**config.mk**
```make
export PLATFORM = sky130hd
export DESIGN_NAME = pager_decoder_host_interface
export DESIGN_NICKNAME = d
export VERILOG_FILES = /design/src/pager_if_pkg.sv /design/src/pager_decoder_host_interface.sv
export SDC_FILE = /design/constraint.sdc
export NUM_CORES = 1
export LEC_CHECK = 0
export ABC_AREA = 1
export BUFFER_PORTS_ARGS = -buffer_cell sky130_fd_sc_hd__buf_2
export CORE_ASPECT_RATIO = 0.7
export CORE_MARGIN = 5
export CORE_UTILIZATION = 60
export DETAILED_ROUTE_END_ITERATION = 8
export PLACE_DENSITY = 0.9
export SETUP_SLACK_MARGIN = 0.02
export SYNTH_ARGS = -nofsm -noshare
export SYNTH_HDL_FRONTEND = slang
export SYNTH_HIERARCHICAL = 1
export SYNTH_SLANG_ARGS = --single-unit
```
**constraint.sdc**
```tcl
create_clock -name mclk -period 4.5 [get_ports mclk]
set_clock_uncertainty 0.2 [all_clocks]
set_input_delay 0.225 -clock mclk [delete_from_list [all_inputs] [get_ports mclk]]
set_output_delay 0.225 -clock mclk [all_outputs]
set_load 0.01 [all_outputs]
```
**src/pager_if_pkg.sv**
```systemverilog
// constants, types and helpers shared by the pager decoder host interface
package pager_if_pkg;

  // ************************************************************
  // register map and control/status field positions
  // ************************************************************
  localparam logic [7:0] CTRL_ADDR = 8'h1e;
  localparam logic [7:0] DATA_ADDR = 8'h1f;
  localparam int BIT_ON = 0;
  localparam int BIT_RES = 1;
  localparam int BIT_CT = 2;
  localparam int BIT_STB = 3;
  localparam int BIT_BF = 4;
  localparam int BIT_OR = 5;
  localparam int BIT_BL = 6;
  localparam int BIT_DR = 7;
  localparam int BIT_ERR = 7;

  // ************************************************************
  // word formats and block sizes
  // ************************************************************
  localparam logic [7:0] TERM_WORD = 8'h04;
  localparam int ACC_W = 27;
  localparam int CNT_W = 5;
  localparam int MSG_BITS = 20;
  localparam logic [4:0] BLK_ALPHA = 5'h7;
  localparam logic [4:0] BLK_NUM = 5'h4;
  localparam logic [4:0] MSG_CNT = 5'h14;
  localparam logic [1:0] FUNC_NUMERIC = 2'h0;

  // ************************************************************
  // timing: word pacing and out-of-range hold unit
  // ************************************************************
  localparam int CLK_PERIOD_NS = 10;
  localparam int WORD_GAP_US = 2000;
  localparam int RANGE_UNIT_US = 1000;
  localparam int WORD_GAP_CYC = WORD_GAP_US * 1000 / CLK_PERIOD_NS;
  localparam int RANGE_UNIT_CYC = RANGE_UNIT_US * 1000 / CLK_PERIOD_NS;

  // kinds of codeword event offered by the decoder core
  typedef enum logic [1:0] {
    CW_ADDR, CW_MSG, CW_END_OK, CW_END_FAIL
  } cw_kind_t;

  // four-bit numeric code to seven-bit character
  function automatic logic [6:0] num_to_char(logic [3:0] n);
    unique case (n)
      4'ha: num_to_char = 7'h2a;
      4'hb: num_to_char = 7'h55;
      4'hc: num_to_char = 7'h20;
      4'hd: num_to_char = 7'h2d;
      4'he: num_to_char = 7'h5d;
      4'hf: num_to_char = 7'h5b;
      default: num_to_char = {3'h3, n};
    endcase
  endfunction

endpackage

```
**src/pager_decoder_host_interface.sv**
```systemverilog
// decoder host interface: call word formatter, fifo and status byte
`timescale 1ns/1ps

// Overview of operation
// RQ1: control bit 0 written 0 runs the decoder, 1 puts it in standby.
// RQ2: software pulses core clear bit 1 low then high after power up.
// RQ3: status bit 2 is 1 during message reception, 0 once the call ends.
// RQ4: status bit 3 shows standby, entered whenever the standby select is 1.
// RQ5: status bit 4 follows the power fail pin, not latched.
// RQ6: status bit 5 drops low only after the selected range hold expires.
// RQ7: bit 5 goes high on valid data, on standby, and while not enabled.
// RQ8: decoder clears bit 6 on supply low; software writes it back to 1.
// RQ9: bit 7 clears when a word lands in the data byte; software resets it.
// RQ10: writes cannot alter call, standby, power fail or range flags.
// RQ11: a call gives the address word first, then message words.
// RQ12: all call data is delivered as 8-bit words through the data byte.
// RQ13: the ready flag falls in the same cycle the word appears.
// RQ14: software must read each word before the next one overwrites it.
// RQ15: good call end emits termination byte: error flag, bit 2 set.
// RQ16: loss of sync ends the call as unsuccessful.
// RQ17: conversion off means numeric; on, function 00 numeric else alpha.
// RQ18: alpha mode cuts message bits into 7-bit blocks plus error flag.
// RQ19: numeric mode cuts 4-bit blocks translated to 7-bit characters.
// RQ20: nibble packing puts raw 4-bit block in bits 3..0, zeros above; the code puts the error flag in bit 7, zeros in bits 6..4.
// RQ21: digits 0..9 map to ASCII digits, six codes to fixed symbols.
// RQ22: error flag marks codewords still in error after correction.
// RQ23: address word: sync fail, user index, duplicate, zero, function.
// RQ24: reading the data byte changes no flag.

// ************************************************************
// word fifo
// ************************************************************
module call_word_fifo #(
  parameter int WIDTH = 8,
  parameter int DEPTH = 4
) (
  input wire logic mclk,
  input wire logic sys_rst,
  input wire logic flush,
  input wire logic inValid,
  output logic inReady,
  input wire logic [WIDTH-1:0] inData,
  output logic outValid,
  input wire logic outReady,
  output logic [WIDTH-1:0] outData
);
  localparam int PW = (DEPTH > 1) ? $clog2(DEPTH) : 1;
  localparam logic [PW-1:0] LAST = PW'(DEPTH - 1);

  typedef struct packed {
    logic [DEPTH-1:0][WIDTH-1:0] mem;
    logic [PW-1:0] wp;
    logic [PW-1:0] rp;
    logic [PW:0] count;
  } fifo_state_t;

  fifo_state_t q, d;
  logic push, pop;

  function automatic logic [PW-1:0] bump(logic [PW-1:0] p);
    bump = (p == LAST) ? '0 : PW'(p + 1'b1);
  endfunction

  // full and empty come straight from the occupancy count
  assign inReady = (q.count != (PW + 1)'(DEPTH));
  assign outValid = (q.count != '0);
  assign outData = q.mem[q.rp];
  assign push = inValid && inReady;
  assign pop = outValid && outReady;

  // next state: write, read and occupancy
  always_comb begin
    d = q;
    if (push) begin
      d.mem[q.wp] = inData;
      d.wp = bump(q.wp);
    end
    if (pop) begin
      d.rp = bump(q.rp);
    end
    d.count = (PW + 1)'(q.count + {{PW{1'b0}}, push} - {{PW{1'b0}}, pop});
    if (flush) begin
      d.wp = '0;
      d.rp = '0;
      d.count = '0;
    end
  end

  always_ff @(posedge mclk) begin
    if (sys_rst) begin
      q <= '0;
    end else begin
      q <= d;
    end
  end
endmodule // call_word_fifo

// ************************************************************
// top: status byte, call formatter and data byte
// ************************************************************
module pager_decoder_host_interface
  import pager_if_pkg::*;
#(
  parameter int WORD_GAP = WORD_GAP_CYC,
  parameter int RANGE_UNIT = RANGE_UNIT_CYC,
  parameter int FIFO_DEPTH = 4
) (
  input wire logic mclk,
  input wire logic sys_rst,
  input wire logic [7:0] busAddr,
  input wire logic busWr,
  input wire logic [7:0] busWrData,
  input wire logic busRd,
  output logic [7:0] busRdData,
  input wire logic cwValid,
  output logic cwReady,
  input wire logic [1:0] cwKind,
  input wire logic [MSG_BITS-1:0] cwBits,
  input wire logic cwErr,
  input wire logic cwSyncFail,
  input wire logic [2:0] cwAddrIdx,
  input wire logic cwDup,
  input wire logic [1:0] cwFunc,
  input wire logic formatConvEnable,
  input wire logic nibblePackSel,
  input wire logic rangeHoldSelLo,
  input wire logic rangeHoldSelHi,
  input wire logic ifEnable,
  input wire logic noSignal,
  input wire logic validTx,
  input wire logic supplyLowDet,
  input wire logic powerFailN,
  output logic coreClearN,
  output logic wordReadyFlagN
);
  typedef enum logic [1:0] {S_IDLE, S_ONE, S_EMIT} fmt_state_t;
  typedef struct packed {
    fmt_state_t st;
    logic [ACC_W-1:0] acc;
    logic [CNT_W-1:0] cnt;
    logic alpha;
    logic nibble;
    logic errq;
    logic [7:0] pend;
    logic on;
    logic res;
    logic ct;
    logic stb;
    logic bf;
    logic orf;
    logic bl;
    logic dr;
    logic [7:0] data;
    logic [7:0] rdData;
    logic [31:0] gap;
    logic [31:0] hold;
    logic cwReady;
  } top_state_t;
  // after reset: standby, core clear released, all low-active flags idle
  localparam top_state_t RESET_STATE = '{st: S_IDLE, on: 1'b1,
    res: 1'b1, stb: 1'b1, bf: 1'b1, orf: 1'b1, bl: 1'b1, dr: 1'b1,
    default: '0};
  top_state_t q, d;
  logic fifoInValid, fifoInReady, fifoOutValid, fifoOutReady;
  logic [7:0] fifoInData, fifoOutData;
  logic take, run, runD, ctlWr;
  logic [CNT_W-1:0] size;
  logic [ACC_W-1:0] shifted;
  logic [6:0] blk;
  logic [31:0] limit;
  assign busRdData = q.rdData;
  assign cwReady = q.cwReady;
  assign coreClearN = q.res;
  assign wordReadyFlagN = q.dr;
  assign take = cwValid && q.cwReady;
  assign run = q.res && !q.on;
  assign ctlWr = busWr && (busAddr == CTRL_ADDR);
  assign limit = (32'({rangeHoldSelHi, rangeHoldSelLo}) + 32'h1)
                 * 32'(RANGE_UNIT);

  // block cut from the oldest unsent bits of the accumulator
  assign size = (q.alpha && !q.nibble) ? BLK_ALPHA : BLK_NUM; // RQ17
  assign shifted = q.acc >> (q.cnt - size);
  assign blk = shifted[6:0];

  call_word_fifo #(.WIDTH(8), .DEPTH(FIFO_DEPTH)) u_fifo (
    .mclk(mclk),
    .sys_rst(sys_rst),
    .flush(!run),
    .inValid(fifoInValid),
    .inReady(fifoInReady),
    .inData(fifoInData),
    .outValid(fifoOutValid),
    .outReady(fifoOutReady),
    .outData(fifoOutData)
  );

  // next state of the whole block
  always_comb begin
    d = q;
    fifoInValid = 1'b0;
    fifoInData = '0;
    fifoOutReady = 1'b0;
    d.bf = powerFailN; // RQ5
    d.stb = q.on; // RQ4
    // software owns only on, clear, supply low and ready bits
    if (ctlWr) begin // RQ10
      d.on = busWrData[BIT_ON]; // RQ1
      d.res = busWrData[BIT_RES];
      d.bl = busWrData[BIT_BL]; // RQ8
      d.dr = busWrData[BIT_DR]; // RQ9
    end
    // reads only sample, so polling never disturbs a flag
    if (busRd) begin // RQ24
      if (busAddr == CTRL_ADDR) begin
        d.rdData = {q.dr, q.bl, q.orf, q.bf, q.stb, q.ct, q.res, q.on};
      end else if (busAddr == DATA_ADDR) begin
        d.rdData = q.data;
      end else begin
        d.rdData = '0;
      end
    end
    // range hold: flag falls only after the full hold has run
    if (!ifEnable || q.on || validTx) begin
      d.orf = 1'b1; // RQ7
      d.hold = '0;
    end else if (noSignal) begin
      if (q.hold >= limit) begin
        d.orf = 1'b0; // RQ6
      end else begin
        d.hold = q.hold + 32'h1;
      end
    end else begin
      d.hold = '0;
    end
    // the detector wins over a write landing in the same cycle
    if (supplyLowDet) begin
      d.bl = 1'b0; // RQ8
    end
    // paced delivery; an unread word is simply replaced by the next
    if (q.gap != '0) begin
      d.gap = q.gap - 32'h1;
    end else if (fifoOutValid) begin
      fifoOutReady = 1'b1;
      d.data = fifoOutData; // RQ12 RQ14
      d.dr = 1'b0; // RQ13 RQ9
      d.gap = 32'(WORD_GAP - 1);
    end
    // formatter
    unique case (q.st)
      S_IDLE: begin
        if (take) begin
          unique case (cw_kind_t'(cwKind))
            CW_ADDR: begin
              d.pend = {cwSyncFail, cwAddrIdx, cwDup, 1'b0, cwFunc}; // RQ23
              d.alpha = formatConvEnable && (cwFunc != FUNC_NUMERIC); // RQ17
              d.nibble = nibblePackSel;
              d.cnt = '0;
              d.ct = 1'b1; // RQ3
              d.st = S_ONE; // RQ11
            end
            CW_MSG: begin
              d.acc = {q.acc[ACC_W-MSG_BITS-1:0], cwBits};
              d.cnt = CNT_W'(q.cnt + MSG_CNT);
              d.errq = cwErr; // RQ22
              d.st = S_EMIT;
            end
            CW_END_OK: begin
              d.pend = {cwErr, TERM_WORD[6:0]}; // RQ15
              d.ct = 1'b0; // RQ3
              d.cnt = '0;
              d.st = S_ONE;
            end
            CW_END_FAIL: begin
              d.pend = {1'b1, TERM_WORD[6:0]}; // RQ16
              d.ct = 1'b0;
              d.cnt = '0;
              d.st = S_ONE;
            end
          endcase
        end
      end
      S_ONE: begin
        fifoInValid = 1'b1;
        fifoInData = q.pend;
        if (fifoInReady) begin
          d.st = S_IDLE;
        end
      end
      S_EMIT: begin
        // leftover alpha bits wait for the next codeword
        if (q.cnt < size) begin
          d.st = S_IDLE;
        end else begin
          fifoInValid = 1'b1;
          if (q.nibble) begin
            fifoInData = {q.errq, 3'h0, blk[3:0]}; // RQ20
          end else if (q.alpha) begin
            fifoInData = {q.errq, blk}; // RQ18
          end else begin
            fifoInData = {q.errq, num_to_char(blk[3:0])}; // RQ19 RQ21
          end
          if (fifoInReady) begin
            d.cnt = q.cnt - size;
          end
        end
      end
    endcase
    // held in standby or core clear: formatter stays empty
    runD = d.res && !d.on;
    if (!run) begin // RQ2
      d.st = S_IDLE;
      d.cnt = '0;
      d.ct = 1'b0;
    end
    d.cwReady = (d.st == S_IDLE) && runD;
  end

  always_ff @(posedge mclk) begin
    if (sys_rst) begin
      q <= RESET_STATE;
    end else begin
      q <= d;
    end
  end
endmodule // pager_decoder_host_interface

```
======== Word-level counts from Yosys, hierarchy flattened ========
Index checks and enable logic that the tools add are counted.
storage, ports and cells
  word-level logic and storage cells ...... 145
  input bits .............................. 60
  output and inout bits ................... 11
  register bits after elaboration ......... 173
operators by class
  bitwise gates (word level) .............. 3
  muxes and demuxes ....................... 41
  reductions and logical operators ........ 39
  add/sub/neg operators ................... 9
  order comparisons ....................... 5
  shift-type cells ........................ 1
  equal/unequal tests ..................... 19
  multipliers ............................. 1
operator list
  cell                                                 number
  two-way mux 32 bit                                   2
  two-way mux 45 bit                                   1
  one-hot mux 7 bit (6 select lines)                   1
  two-way mux 8 bit                                    5
  adder 32 x 1 -> 32 bit (second input constant)       1
  bitwise mux 32 bit                                   1
  greater-or-equal comparator 32 x 20 -> 1 bit         1
  nonzero test 32 bit                                  1
  subtractor 32 x 1 -> 32 bit (second input constant)  1
  two-way mux 27 bit                                   1
  right shift 27 x 5 -> 7 bit                          1
  == test 4 bit (second input constant)                6
  one-hot mux 8 bit (3 select lines)                   1
  one-hot mux 5 bit (2 select lines)                   2
  two-way mux 2 bit                                    9
  two-way mux 9 bit                                    2
  binary-select mux 8 bit (select 2 bit)               1
  demux 8 bit (select 2 bit)                           1
  == test 8 x 5 -> 1 bit (second input constant)       2
  one-hot mux 8 bit (2 select lines)                   1
  multiplier 3 x 12 -> 15 bit (second input constant)  1
  two-way mux 7 bit                                    2
  AND reduction 3 bit                                  4
  == test 2 bit (second input constant)                5
  other kinds (29)                                     65

======== Longest topological paths before layout ========
  word-level depth ........................ 12
  gate-level depth with buffers ........... 26
  mapped depth without buffers ............ 25

======== Hierarchy ========
The synthesis kept the hierarchy.
modules (own cells, without submodules)
  module                        cells each  area an instance (um2)  instances  sequential area each (um2)
  pager_decoder_host_interface  1238        8221.6                  1          2682.6
  call_word_fifo                352         2234.6                  1          780.7

======== Worst setup path after synthesis ========
Ideal clock, no wire load.
  kind .................................... register -> register
  start point ............................. register, netlist name q[99]
  end point ............................... register u_fifo/q[2] (netlist bit)
  data required time ...................... 4230 ps
  arrival time ............................ 3215 ps
  clock period less this slack ............ 3484 ps
  cell stages (with the launch flop) ...... 22
  buffers on the path ..................... 1
  library setup time ...................... 70 ps
  path slack .............................. 1016 ps
  path through ............................ dfxtp_1 -> inv_1 -> nor2_1 -> inv_1 -> ha_1 -> nand2_1 -> inv_1 -> nand2_2 -> nand3_1 -> nor2_1 -> nor2_1 -> nor2_1 -> nor2_1 -> buf_4 -> nand2_1 -> ha_1 -> inv_1 -> ha_1 -> fa_1 -> inv_1 -> nand3_1 -> a21oi_1
RTL lines
  element                 line                                source
  end signal: assignment  pager_decoder_host_interface.sv:91  q <= '0;
  end signal: assignment  pager_decoder_host_interface.sv:93  q <= d;
  end: declaration        pager_decoder_host_interface.sv:57  fifo_state_t q, d;

==> out/results.tsv <==
metric	value	unit
clock_latency	0.43	ns
start_util	61.1	%
cts_tree	yes	
crit_arrival	4.19	ns
setup_viol	0	
report.final.slew_viol_count	0	
leakagePower	5.02	nW
grt_antenna_before_repair	1	
criticalPathCategory	reg -> reg	
ir_drop	0.000450	V
avgSynthCellArea	6.58	µm²
final_cell_mix	nand2_1, inv_1, nor2_1	
post_cts_buffers	0	
grt_pass1_vias	9899	
nNetsFinal	1756	
final_common_cell	nand2_1	
htreeDepth	4	
cts-resized-gates	0	
period_minus_slack	4.02	ns
synth_area	0.0105	mm²
power.density	399	mW/mm²
ios	71	
worstHoldPathType	in -> reg	
utilization	69.2	%
final_area	0.0118	mm²
ys_async_sr_fraction	0	%
grt_pass1_wl	48600	µm
fin_setup_tns	0	ns
globalRouteTotalUtil	28.9	%
drt_wl_total	29500	µm
cts_hold_buffers	38	
synth_flop_cell	dfxtp_1	
dpl.hpwl	20100	µm
dr_total_vias	11100	
ant_nets	0	
rsz0062_at_grt	no	
grt_max_degree	43	
portBuffers	66	
syn_inst	1590	
dieArea	0.0202	mm²
cts_inserted_buffers	17	
synth_edf_count	0	
rows	40	
startpoint_type	register	
synth-seq-cells	173	
cp-end-kind	register	
clkTransAtPathRegs	0.07	ns
clk_path_buf_depth	2	
routabilityCongestion	0.979	
hold_violations	0	
drt_iter0_drc	1551	
critPathMaxFanout	15	
synth.yosys.seq_area_share	33.1	%
yosysWarnings	6	
die_w	168	µm
layout-drive-gt1-share	9.90	%
fill_cells	1374	
max_slew_margin	27.7	%
critPathRequiredTime	4.66	ns
post-route-period-util	89.4	%
syn_nets	1692	
status	complete, no violations	
coreArea	0.0171	mm²
synth_cell_types	54	
viasPerCell	5.83	
grt_overflow	0	
dr.pass1.iters	7	
worst_slew_pin_slew	1.08	ns
placed_area	0.0107	mm²
chipHeight	120	µm
drv_cap	0	
drc	0	
root_buffer	clkbuf_16	
fmax	249	MHz
clkSinkCount	173	
area_growth_syn_to_layout	13.2	%
reg2reg_slack	0.48	ns
routedWlPerCell	15.5	µm
-- where the power goes --
group	internal, mW	switching (mW)	total, mW	leakage [nW]
registers	1.65	0.116	1.76	1.40
clock network	1.18	0.648	1.82	0.350
logic	0.403	0.731	1.13	3.27
-- final timing paths --
path,startpoint,cells after the start,endpoint
max,q[98]$_SDFFE_PP0P_,20,u_fifo/q[11]$_SDFFE_PP0P_
min,busWrData[1],3,coreClearN$_SDFF_PP1_
min reg2reg,q[31]$_SDFFE_PP0N_,2,q[31]$_SDFFE_PP0N_
max reg2reg,q[98]$_SDFFE_PP0P_,20,u_fifo/q[11]$_SDFFE_PP0P_
-- registers in the layout, indices dropped and copies added, names as in the netlist --
register        flops
busRdData           8
coreClearN          1
cwReady             1
d                   1
q                 122
u_fifo/q           39
wordReadyFlagN      1
-- critical path: stages (launching register included) --
cell and delay (ns):
dfxtp_1 0.47, nor2_1 0.16, ha_1 0.23, fa_1 0.41
inv_2 0.08, nand2_1 0.08, nand2_1 0.08, nand2_1 0.05
nand2_1 0.52, nand3_1 0.17, nand3_1 0.10, o21ai_1 0.10
nor2_1 0.28, nand3_1 0.12, nand3_1 0.12, nand3_1 0.10
a21oi_1 0.15, inv_1 0.12, nand4_1 0.12, nand2_1 0.10
nor2_1 0.16
-- cell families (layout without fill, tap and decap cells) --
logic type / count (synthesis) / after routing / synth area share [%]
buffers and inverters: 292 / 369 / 12.3
flip-flops: 173 / 173 / 33.1
adder cells (fa/ha/maj): 42 / 42 / 5.17
AND/OR/NAND/NOR: 834 / 834 / 35.3
other: 0 / 3 / 0
XOR/XNOR: 16 / 16 / 1.34
AO/OA/AOI/OAI: 233 / 233 / 12.7
-- per-layer routing --
layer | wire, µm | global-route usage (%)
met2 | 12600 | 43.2
met4 | 775 | 9.38
met5 | 0 | 0
met1 | 12800 | 41.0
met3 | 3270 | 7.12
-- layout make-up --
type | instances | area [µm²] | share of cell area [%]
multi-input cells | 1125 | 5710 | 48.2
repair buffers | 117 | 808 | 6.83
diodes | 3 | 7.51 | 0.0634
clock buffers | 19 | 443 | 3.74
well taps | 231 | 289 | 2.44
flip-flops and latches | 173 | 3460 | 29.3
clock inverters | 13 | 282 | 2.38
inverters | 220 | 833 | 7.04
-- through the flow --
step	std cells	worst slack (ns)	power, mW	hold slack [ns]
6_report	1901	0.477	4.72	0.0157
5_1_grt	1899	0.205	4.99	0.0463
4_1_cts	1898	0.640	4.70	0.00498
3_5_place_dp	1828	0.619	2.87	0.218
3_3_place_gp	1828	0.715	2.83	0.215
2_1_floorplan	1590	1.02	2.62	0.129
-- Yosys cell counts (4+ instances only) --
master | n | area share (%)
o22ai_1 | 11 | 0.66
a211oi_1 | 5 | 0.36
o21a_1 | 5 | 0.36
nor3_1 | 19 | 0.91
buf_2 | 19 | 0.91
xnor2_1 | 6 | 0.50
a31oi_1 | 6 | 0.36
a21oi_1 | 115 | 5.5
ha_1 | 40 | 4.8
nand4_1 | 60 | 3.6
o221ai_1 | 6 | 0.50
dfxtp_1 | 173 | 33
buf_6 | 11 | 1.2
o211ai_1 | 12 | 0.86
nor2_2 | 6 | 0.36
inv_1 | 206 | 7.4
nor2_1 | 178 | 6.4
inv_2 | 11 | 0.39
nand2_1 | 371 | 13
nand2_2 | 22 | 1.3
nor3b_1 | 4 | 0.29
buf_4 | 14 | 1.0
nor4_1 | 20 | 1.2
clkbuf_1 | 23 | 0.83
nand3_1 | 140 | 6.7
xor2_1 | 10 | 0.84
o21ai_0 | 56 | 2.7
Power figures use the tool's default switching activity.
